## src/design/tpx_regs.vh

```
// Register offsets, field positions and constants of the PWM output stage
`ifndef TPX_REGS_VH
`define TPX_REGS_VH

// Register word addresses (word index, not scaled to bytes)
`define TPX_ADDR_MODE     4'h0
`define TPX_ADDR_COUNTER  4'h1
`define TPX_ADDR_RELOAD   4'h2
`define TPX_ADDR_DUTY     4'h3
`define TPX_ADDR_PINSEL   4'h4
`define TPX_ADDR_EXTSEL   4'h5
`define TPX_ADDR_GPIO     4'h6
`define TPX_ADDR_STATUS   4'h7
`define TPX_ADDR_MASK     4'h8

// Mode register fields
`define TPX_MODE_TEN      0
`define TPX_MODE_OUTEN    1
`define TPX_MODE_SINGLE   2

// Pin select and extension fields
`define TPX_PINSEL_A      4
`define TPX_PINSEL_B      5
`define TPX_EXT_LO        4
`define TPX_EXT_HI        5

// GPIO register fields: per pin output level and direction
`define TPX_GPIO_LVL_A    0
`define TPX_GPIO_LVL_B    1
`define TPX_GPIO_OE_A     2
`define TPX_GPIO_OE_B     3

// Status fields
`define TPX_ST_OVF        0
`define TPX_ST_PULSE      1

// Counter and extension constants
`define TPX_CNT_MAX       8'hFF
`define TPX_CNT_STRETCH   8'hFE
`define TPX_EXT_NONE      2'h0
`define TPX_EXT_P1        2'h1
`define TPX_EXT_P13       2'h2
`define TPX_EXT_P123      2'h3
`define TPX_PH1           2'h1
`define TPX_PH2           2'h2
`define TPX_PH3           2'h3
`define TPX_SYNC_ONE      2'h1

`endif

```

## src/design/tpx_pin_mux.v

```verilog
// Pin multiplexer: PWM waveform or GPIO idle state per pin
`timescale 1ns/1ps
`default_nettype none
module tpx_pin_mux #(
    parameter N = 2
) (
    // Selection
    input  wire [N-1:0] sel,
    input  wire         pwm_level,
    // GPIO idle configuration
    input  wire [N-1:0] gpio_level,
    input  wire [N-1:0] gpio_drive,
    // Pins
    output wire [N-1:0] pin_o,
    output wire [N-1:0] pin_oe
);
    genvar i;
    generate
        for (i = 0; i < N; i = i + 1) begin : g_pin
            // Same waveform on every selected pin, no delay added
            assign pin_o[i]  = sel[i] ? pwm_level : gpio_level[i];
            // Idle follows GPIO: drive high, drive low, or released
            assign pin_oe[i] = sel[i] | gpio_drive[i];
        end
    endgenerate
endmodule // tpx_pin_mux
`default_nettype wire

```

## src/design/tpx_pwm.v

```verilog
// Timer PWM output stage with one-pulse and four-phase extension
// Behaviour
// Pin select bits route PWM, else GPIO
// Disabled pin idles per its GPIO setting
// Pins carry identical PWM, no phase shift
// Single-pulse select chooses one pulse mode
// Pin switches only after output sync
// Finished pulse clears output enable itself
// Single-pulse overflow raises timer overflow request
// Software re-arms output enable per pulse
// Extension ignored in single-pulse mode
// Extension code zero gives plain PWM
// Extended cycle is four sub-cycles
// Compensated phase stretches high one count
// Extension code change waits for cycle end
// Software loads counter equal to reload
// Software keeps duty above reload
// High after reload, low at duty match
// Codes 01,10,11 pick compensated phases
// Timer re-enable resets phase counter
// Software sets output enable before timer
`timescale 1ns/1ps
`default_nettype none
`include "tpx_regs.vh"
module tpx_pwm #(
    parameter W = 8,
    parameter N = 2
) (
    // Clock, reset and enable
    input  wire          clock,
    input  wire          sys_rst,
    input  wire          clk_en,
    // Avalon-MM slave
    input  wire [3:0]    avs_address,
    input  wire          avs_read,
    input  wire          avs_write,
    input  wire [31:0]   avs_writedata,
    output reg  [31:0]   avs_readdata,
    output wire          avs_waitrequest,
    // Pins shared with GPIO
    output wire [N-1:0]  pwm_pin_o,
    output wire [N-1:0]  pwm_pin_oe,
    // Interrupt and waveform
    output wire          irq,
    output reg           pwm_level_reg
);
    // Registers
    reg [2:0]   mode_reg;
    reg [W-1:0] counter_reg;
    reg [W-1:0] reload_reg;
    reg [W-1:0] duty_reg;
    reg [N-1:0] pin_select_reg;
    reg [1:0]   ext_code_reg;
    reg [1:0]   ext_pending_reg;
    reg [1:0]   gpio_level_reg;
    reg [1:0]   gpio_drive_reg;
    reg [1:0]   status_reg;
    reg [1:0]   mask_reg;
    reg [1:0]   phase_reg;
    reg         stretch_reg;
    reg         synced_reg;
    reg         ten_d_reg;
    reg         ack_reg;

    wire ten    = mode_reg[`TPX_MODE_TEN];
    wire outen  = mode_reg[`TPX_MODE_OUTEN];
    wire single = mode_reg[`TPX_MODE_SINGLE];
    // Write lands at the edge where waitrequest is low; a read is
    // captured one edge earlier so its data stands at that edge
    wire wr     = avs_write & ack_reg;
    wire rd     = avs_read & ~ack_reg;
    wire tick   = clk_en & ten;
    // Next counter value, kept at counter width
    wire [W-1:0] cnt_step = counter_reg + {{(W-2){1'b0}}, `TPX_SYNC_ONE};
    wire ext_on = ~single & (ext_code_reg != `TPX_EXT_NONE);
    // Compensated phase selection by extension code
    reg  comp_phase;
    always @* begin
        case (ext_code_reg)
            `TPX_EXT_P1:   comp_phase = (phase_reg == `TPX_PH1);
            `TPX_EXT_P13:  comp_phase = (phase_reg == `TPX_PH1) |
                                        (phase_reg == `TPX_PH3);
            `TPX_EXT_P123: comp_phase = (phase_reg != 2'h0);
            default:       comp_phase = 1'b0;
        endcase
    end
    wire do_stretch = tick & ext_on & comp_phase & ~stretch_reg &
                      (counter_reg == `TPX_CNT_MAX);
    // Overflow is held back one tick while a stretch is inserted
    wire ovf        = tick & (counter_reg == `TPX_CNT_MAX) & ~do_stretch;
    // Without extension every overflow closes the cycle, else phase 3
    wire cycle_end  = ovf & (~ext_on | (phase_reg == `TPX_PH3));
    wire pulse_done = ovf & single & outen & synced_reg;
    // Counter steps onto the duty value: high time is duty minus reload
    wire duty_hit   = tick & (cnt_step == duty_reg);

    // One wait state per access
    assign avs_waitrequest = (avs_read | avs_write) & ~ack_reg;
    always @(posedge clock) begin
        if (sys_rst)
            ack_reg <= 1'b0;
        else if (clk_en)
            ack_reg <= (avs_read | avs_write) & ~ack_reg;
    end

    // Register writes, hardware updates
    always @(posedge clock) begin
        if (sys_rst) begin
            mode_reg        <= 3'h0;
            reload_reg      <= {W{1'b0}};
            duty_reg        <= {W{1'b0}};
            pin_select_reg  <= {N{1'b0}};
            ext_code_reg    <= 2'h0;
            ext_pending_reg <= 2'h0;
            gpio_level_reg  <= 2'h0;
            gpio_drive_reg  <= 2'h0;
            mask_reg        <= 2'h0;
            status_reg      <= 2'h0;
        end else if (clk_en) begin
            if (wr) begin
                case (avs_address)
                    `TPX_ADDR_MODE:   mode_reg <= avs_writedata[2:0];
                    `TPX_ADDR_RELOAD: reload_reg <= avs_writedata[W-1:0];
                    `TPX_ADDR_DUTY:   duty_reg <= avs_writedata[W-1:0];
                    `TPX_ADDR_PINSEL: pin_select_reg <=
                        avs_writedata[`TPX_PINSEL_B:`TPX_PINSEL_A];
                    `TPX_ADDR_EXTSEL: ext_pending_reg <=
                        avs_writedata[`TPX_EXT_HI:`TPX_EXT_LO];
                    `TPX_ADDR_GPIO: begin
                        gpio_level_reg <=
                            avs_writedata[`TPX_GPIO_LVL_B:`TPX_GPIO_LVL_A];
                        gpio_drive_reg <=
                            avs_writedata[`TPX_GPIO_OE_B:`TPX_GPIO_OE_A];
                    end
                    `TPX_ADDR_MASK:   mask_reg <= avs_writedata[1:0];
                    default: ;
                endcase
            end
            // Pending code takes effect at cycle end or while idle
            if (cycle_end | ~ten | ~outen)
                ext_code_reg <= wr && avs_address == `TPX_ADDR_EXTSEL ?
                    avs_writedata[`TPX_EXT_HI:`TPX_EXT_LO] :
                    ext_pending_reg;
            // Pulse done clears output enable, clear wins over a same-cycle mode write
            if (pulse_done)
                mode_reg[`TPX_MODE_OUTEN] <= 1'b0;
            // Sticky status: write one clears, new event wins
            status_reg <= (status_reg &
                ~((wr && avs_address == `TPX_ADDR_STATUS) ?
                  avs_writedata[1:0] : 2'h0)) |
                {pulse_done, ovf};
        end
    end

    // Counter, phase sequencer, sync and waveform
    always @(posedge clock) begin
        if (sys_rst) begin
            counter_reg   <= {W{1'b0}};
            phase_reg     <= 2'h0;
            stretch_reg   <= 1'b0;
            synced_reg    <= 1'b0;
            ten_d_reg     <= 1'b0;
            pwm_level_reg <= 1'b0;
        end else if (clk_en) begin
            ten_d_reg <= ten;
            if (wr && avs_address == `TPX_ADDR_COUNTER)
                counter_reg <= avs_writedata[W-1:0];
            else if (ten & ~ten_d_reg) begin
                counter_reg <= reload_reg;
                phase_reg   <= 2'h0;
                stretch_reg <= 1'b0;
            end else if (do_stretch)
                stretch_reg <= 1'b1;
            else if (ovf) begin
                counter_reg <= reload_reg;
                stretch_reg <= 1'b0;
                if (ext_on)
                    phase_reg <= phase_reg + `TPX_SYNC_ONE;
                else
                    phase_reg <= 2'h0;
            end else if (tick) begin
                counter_reg <= cnt_step;
                stretch_reg <= 1'b0;
            end
            // Output sync: pin switches after first aligned tick
            if (~ten | ~outen)
                synced_reg <= 1'b0;
            else if (tick)
                synced_reg <= 1'b1;
            // High after reload, low at duty match, stretched in phase
            if (~ten | ~outen)
                pwm_level_reg <= 1'b0;
            else if (ovf | (ten & ~ten_d_reg))
                pwm_level_reg <= ~pulse_done;
            else if (duty_hit & ~do_stretch)
                pwm_level_reg <= 1'b0;
            else if (do_stretch)
                pwm_level_reg <= 1'b1;
        end
    end

    // Read mux; unmapped addresses read zero
    always @(posedge clock) begin
        if (sys_rst)
            avs_readdata <= 32'h0000_0000;
        else if (clk_en && rd) begin
            case (avs_address)
                `TPX_ADDR_MODE:    avs_readdata <= {29'h0, mode_reg};
                `TPX_ADDR_COUNTER: avs_readdata <= {{(32-W){1'b0}}, counter_reg};
                `TPX_ADDR_RELOAD:  avs_readdata <= {{(32-W){1'b0}}, reload_reg};
                `TPX_ADDR_DUTY:    avs_readdata <= {{(32-W){1'b0}}, duty_reg};
                `TPX_ADDR_PINSEL:  avs_readdata <= {26'h0, pin_select_reg, 4'h0};
                `TPX_ADDR_EXTSEL:  avs_readdata <= {26'h0, ext_pending_reg, 4'h0};
                `TPX_ADDR_GPIO:    avs_readdata <=
                                   {28'h0, gpio_drive_reg, gpio_level_reg};
                `TPX_ADDR_STATUS:  avs_readdata <= {30'h0, status_reg};
                `TPX_ADDR_MASK:    avs_readdata <= {30'h0, mask_reg};
                default:           avs_readdata <= 32'h0000_0000;
            endcase
        end
    end

    assign irq = |(status_reg & mask_reg);

    // Pin routing: active only while enabled and synchronised
    wire [N-1:0] route = pin_select_reg & {N{ten & outen & synced_reg}};
    tpx_pin_mux #(.N(N)) u_mux (
        .sel        (route),
        .pwm_level  (pwm_level_reg),
        .gpio_level (gpio_level_reg),
        .gpio_drive (gpio_drive_reg),
        .pin_o      (pwm_pin_o),
        .pin_oe     (pwm_pin_oe)
    );
endmodule // tpx_pwm
`default_nettype wire

```

## config.mk

```make
export PLATFORM = sky130hd
export DESIGN_NAME = tpx_pwm
export DESIGN_NICKNAME = d
export VERILOG_FILES = /design/src/design/tpx_pin_mux.v /design/src/design/tpx_pwm.v
export VERILOG_INCLUDE_DIRS = /design/src /design/src/design
export SDC_FILE = /design/constraint.sdc
export NUM_CORES = 1
export LEC_CHECK = 0
export ABC_AREA = 1
export BUFFER_PORTS_ARGS = -buffer_cell sky130_fd_sc_hd__buf_2
export CAP_MARGIN = 20
export CORE_MARGIN = 1.5
export CORE_UTILIZATION = 47
export CTS_BUF_LIST = sky130_fd_sc_hd__clkbuf_16
export DETAILED_ROUTE_END_ITERATION = 8
export GPL_ROUTABILITY_DRIVEN = 0
export PLACE_DENSITY = 0.72
export SLEW_MARGIN = 0
export SYNTH_ARGS = -nofsm -noshare
export SYNTH_HDL_FRONTEND = slang
export SYNTH_SLANG_ARGS = --single-unit
```

## constraint.sdc

```tcl
create_clock -name clock -period 2.37 [get_ports clock]
set_input_delay 0.474 -clock clock [delete_from_list [all_inputs] [get_ports clock]]
set_output_delay 0.474 -clock clock [all_outputs]
set_load 0.005 [all_outputs]
```

# Word level (Yosys, flattened, before mapping)

Index checks and enable logic that the tools add are counted.

Register bits after elaboration: 80
Input port bits: 41
Logic and storage cells: 139

Add/subtract/negate cells: 2
Equality and inequality tests: 17
Multiplexer cells: 28
Bitwise gates (word level): 44
Reductions and logical operators: 29

Operator list:

| operator                                       | count |
|---|---|
| one-hot mux 8 bit (9 select lines)             | 1 |
| 2-to-1 mux 8 bit                               | 5 |
| AND reduction 3 bit                            | 10 |
| AND 1 bit                                      | 20 |
| == test 4 x 3 -> 1 bit (second input constant) | 4 |
| 2-to-1 mux 2 bit                               | 8 |
| 2-to-1 mux 1 bit                               | 13 |
| nonzero test 2 bit                             | 6 |
| nonzero test 4 bit                             | 3 |
| inverter 1 bit                                 | 10 |
| OR 1 bit                                       | 9 |
| adder 8 x 1 -> 8 bit (second input constant)   | 1 |
| == test 4 x 2 -> 1 bit (second input constant) | 2 |
| == test 8 bit                                  | 1 |
| == test 8 bit (second input constant)          | 1 |
| AND 2 bit                                      | 3 |
| == test 2 bit (second input constant)          | 3 |
| AND reduction 2 bit                            | 3 |
| == test 2 x 1 -> 1 bit (second input constant) | 2 |
| == test 4 x 1 -> 1 bit (second input constant) | 1 |
| == test 4 bit (second input constant)          | 1 |
| logical AND 1 bit                              | 4 |
| zero test 4 bit                                | 1 |
| AND reduction 4 bit                            | 1 |
| 7 further kinds                                | 7 |

# Longest topological paths before layout

Word-level depth: 14
Depth in mapped cells: 14
Mapped depth without buffers: 14

# Hierarchy

Synthesis repeated with hierarchy kept, for this count alone.

Cells, all modules: 484
Area total of the unflattened synthesis: 3,360.7 sq um

Modules (own cells, without submodules):

| module      | times used | cells each | area an instance (sq um) | seq. area each (sq um) |
|---|---|---|---|---|
| tpx_pwm     | 1          | 474        | 3,318.2                  | 1,121.1 |
| tpx_pin_mux | 1          | 10         | 42.5                     | 0.0 |

# Worst setup path after synthesis

OpenSTA, ideal clock, no wires.

Kind: input port to flip-flop
Start: input port clk_en
End: register counter_reg[4]
Library setup time: 122 ps
Arrival time: 1,561 ps
Slack: 687 ps
Cell stages on the path: 11
Cells stage by stage: buf_4 > nand2_2 > nor2_1 > nand4_2 > nand3_2 > nand2_4 > inv_2 > buf_6 > nand3_1 > o211ai_1 > a21oi_1

Longest elaborated chain between the ends: 11

Ends and longest elaborated chain:

| element                 | RTL line      | RTL |
|---|---|---|
| from (decl)             | tpx_pwm.v:32  | `input wire clk_en,` |
| AND 1 bit               | tpx_pwm.v:72  | `wire tick = clk_en & ten;` |
| AND 1 bit (4 in series) | tpx_pwm.v:87  | `wire do_stretch = tick & ext_on & comp_phase & ~stretch_reg &` |
| inverter 1 bit          | tpx_pwm.v:90  | `` wire ovf = tick & (counter_reg == `TPX_CNT_MAX) & ~do_stretch; `` |
| AND 1 bit               | tpx_pwm.v:90  |  |
| 2-to-1 mux 8 bit        | tpx_pwm.v:174 | `else if (ovf) begin` |
| 2-to-1 mux 8 bit        | tpx_pwm.v:172 | `end else if (do_stretch)` |
| 2-to-1 mux 8 bit        | tpx_pwm.v:168 | `else if (ten & ~ten_d_reg) begin` |
| 2-to-1 mux 8 bit        | tpx_pwm.v:166 | `` if (wr && avs_address == `TPX_ADDR_COUNTER) `` |
| to (signal assigned)    | tpx_pwm.v:167 | `counter_reg <= avs_writedata[W-1:0];` |
| to (signal assigned)    | tpx_pwm.v:169 | `counter_reg <= reload_reg;` |
| to (signal assigned)    | tpx_pwm.v:175 | `counter_reg <= reload_reg;` |
| to (decl)               | tpx_pwm.v:49  | `reg [W-1:0] counter_reg;` |

Several ways; a longest one is shown, not always the timed one. The select of a mux whose other input is x is not followed.
A chain may end at the register's enable or synchronous reset.

# Worst setup path in the final report

Start: register counter_reg[0]
End: register pwm_level_reg

Longest elaborated chain between the ends: 10

Ends and longest elaborated chain:

| element                                                       | RTL line      | RTL |
|---|---|---|
| from (signal assigned)                                        | tpx_pwm.v:158 | `counter_reg <= {W{1'b0}};` |
| from (signal assigned)                                        | tpx_pwm.v:167 |  |
| from (signal assigned)                                        | tpx_pwm.v:169 |  |
| branches (longest 10 deep; another with adder 8 x 1 -> 8 bit) | --            |  |
| to (signal assigned)                                          | tpx_pwm.v:194 | `pwm_level_reg <= ~pulse_done;` |
| to (decl)                                                     | tpx_pwm.v:45  | `output reg pwm_level_reg` |

Parallel ways; which one is timed is not known.

==> metrics.md <==
| Metric | Value |
|---|---|
| Outcome | completed |
| CP bufs+invs | 0 |
| Crit path arrival time | roughly 2.2 ns |
| Ports | 80 |
| Reg power frac | 52.2% |
| Finished Layout Cells | 613 |
| Count leader, synth | nand2_1 |
| Total gr overflow | 0 |
| Core region area | 0.00679 mm² |
| Via count | 3195 |
| Hold Worst Slack | 0.454 ns |
| RSZ-0062 raised after global routing | false |
| Reg clk slew, reported paths | 0.07 ns |
| Worst path slowest cell | dfxtp_1 |
| Final HPWL DP | 6180 µm |
| Crit path capture type | flip-flop |
| Crit Path Category | reg -> reg |
| Synthesized area per cell | 6.80 µm² |
| Flops & latches, synth | 56 |
| CTS Buf Count | 5 |
| DRC errors left | 0 |
| Antenna violation net count after detailed routing | 0 |
| Clock Power Share | 40.9% |
| F_max | 0.488 GHz |
| TritonRoute pass-1 iters | 5 |
| Number of diodes | 0 |
| Worst EP required | 2.55 ns |
| Routed len/inst | 13.6 µm |
| Synthesized area | 0.00331 mm² |
| Pwr dens | around 510 mW/mm² |
| HP Class | in -> reg |
| Post-Syn Instances | 487 |
| I/O Buffers | 31 |
| Final Util | 53.0% |
| Layout area overhead | 8.73% |
| Nets@finish | 561 |
| Largest cells by area after synthesis | dfxtp_1 (34%), nand2_1 (11%), a21oi_1 (8.3%), o21ai_0 (7.7%), inv_1 (6.8%) |
| Share of cells above drive strength 1 | 12.6% |
| Maximum VDD drop | 322 µV |
| Fillers | around 670 |
| Post-synth EDFFs | 0 |
| Total GRT Usage | 23.3% |
| Register area | 0.00112 mm² |
| Tcrit/Tclk final | 86.4% |
| Cell mode on critical path | nand2_1 |
| Final hold vios | 0 |
| Dominant synthesized flop cell | dfxtp_1 |
| Setup violations, final | 0 |
| Antenna violations before repair | 0 |
| Power Internal | 1.38 mW |
| Yosys top cell by area | dfxtp_1 |
| Multi-input gate area | 0.00176 mm² |
| Synth top area share | 33.9% |
| Setup slack after layout | 0.323 ns |
| Sequential share of the synthesized area | 33.9% |
| Vias per cell | 5.21 |
| Vias in the first global route | 2833 |
| Crit-path max cell delay | 0.45 ns |
| DP Worst Slack | between 0.3 and 0.4 ns |
| Num rows | 30 |
| Static leakage | 1.59 nW |
| CTS tree | built |
| Ys Warns | 0 |
| Critical Path, Cell by Cell | ha_1, nand2_1, o21ai_0, nand2_1, nand2_1, nand2_1, nor2_1, nand3_1, nand2_1, nand2_1, nand2_1, a21oi_1 |
| Height of the chip | 86.9 µm |
| Die area | 0.00756 mm² |
| Clk sinks | 56 |
| Top cell family by delay on the critical path | simple AND/OR/NAND/NOR gates |
| Initial DRC Count | 290 |
| Net Switching | 0.453 mW |
| Skew-Pair Late Insertion Delay | about 0.3 ns |
| Die W | 86.9 µm |
| Critical Path Fanout Max | 5 |
| Largest net degree at the start of global routing | 41 |
| Slew Limit Fails | 0 |
| Logic pwr share | 6.9% |
| Clk buf depth | 2 |
| Root buffer cell | clkbuf_16 |
| Synth top cells by count | nand2_1 (96), inv_1 (60), dfxtp_1 (56) |
| First-pass GRT wire length | 13700 µm |
| Switching share of power | 24.7% |
| Setup TNS | 0 ns |
| Setup bufs post-CTS | 0 |
| H-tree depth | 2 |
| Fraction of registers with async set/reset | 0% |
| Post_cts resized | 0 |
| Max-cap viol count | 0 |
| Cells after DPL | slightly above 600 |
| Initial Util | between 40% and 50% |
| Type of origin of the critical path | flip-flop |
| Hold Buf Count CTS | 0 |
| Routed Wire Length | 8360 µm |
| Synth cell types | 40 |
| Worst clock skew | 0.00637 ns |
| Fin crit period | 2.05 ns |
per-layer routing:
| metal | part of all wire [%] | track usage [%] |
|---|---|---|
| met3 | 6.1 | 3.32 |
| met5 | 0 | 0 |
| met4 | 2.3 | 9.09 |
| met2 | 45 | 36.3 |
| met1 | 47 | 32.6 |
power groups by stage:
stage	combinational [mW]	sequential (mW)	clock (mW)
floorplan	0.111	0.975	0
global placement	0.122	0.977	0
detailed placement	0.124	0.977	0
CTS	0.124	0.955	0.765
global route	0.144	0.956	0.805
finish	0.127	0.956	0.750
kinds of logic (layout without fill, tap and decap cells):
group,count (synthesis),count (layout),synth area share (%)
DFF,56,56,33.9
AOI/OAI and AO/OA,141,141,24.1
xor gates and xnor gates,3,3,0.794
buffers and inverters,104,111,15.5
and+or+nand+nor,178,178,24.1
adders and majority gates,4,4,1.51
other,1,24,0.113
tightest hold or removal path: cells and delay by family:
kind / cells / cell delay [ns]
compound gates: 1 / 0.11
buf+inv: 2 / 0.13
cell usage in the layout, fill, tap and decap left out, types with 2 or more instances in the layout:
| cell | n |
|---|---|
| nor2_1 | 34 |
| clkbuf_16 | 5 |
| o2111ai_1 | 3 |
| nand2_4 | 3 |
| nand2_2 | 3 |
| a31oi_1 | 2 |
| conb_1 | 24 |
| o21a_1 | 7 |
| nand2_1 | 96 |
| nand3_1 | 30 |
| inv_2 | 6 |
| dfxtp_1 | 56 |
| o22ai_1 | 4 |
| nor2_2 | 2 |
| xnor2_1 | 2 |
| o21ai_0 | 51 |
| nand4_1 | 2 |
| inv_1 | 60 |
| a211oi_1 | 2 |
| o211ai_1 | 11 |
| a21oi_1 | 55 |
| ha_1 | 4 |
| buf_4 | 6 |
| buf_2 | 31 |
| nor2_4 | 2 |
path summary, 6_finish.rpt:
check | startpoint | end | slack, ns | cells after the start
worst max-delay path | counter_reg[0]$_SDFFE_PP0P_ | pwm_level_reg$_SDFFE_PP0P_ | 0.32 | 12
worst min-delay path | avs_writedata[7] | duty_reg[7]$_SDFFE_PP0P_ | 0.45 | 3
worst max register to register | counter_reg[0]$_SDFFE_PP0P_ | pwm_level_reg$_SDFFE_PP0P_ | 0.32 | 12
worst min register to register | avs_readdata[1]$_SDFFE_PP0P_ | avs_readdata[1]$_SDFFE_PP0P_ | 0.46 | 2
layout make-up:
type                            count  share of cell area (%)
Tap cell                           96                    3.34
Clock buffer                        5                    3.48
Inverter                           66                    6.88
Timing Repair Buffer               37                    5.56
Sequential cell                    56                    31.1
Clock inverter                      3                   0.626
Multi-Input combinational cell    350                    49.0
through the flow:
stage               instance area (µm²)  power [mW]
floorplan                          3400        1.09
global route                       3600        1.91
CTS                                3600        1.84
global placement                   3450        1.10
detailed placement                 3450        1.10
finish                             3600        1.83
Note: power is estimated with default switching activity, not from simulation.
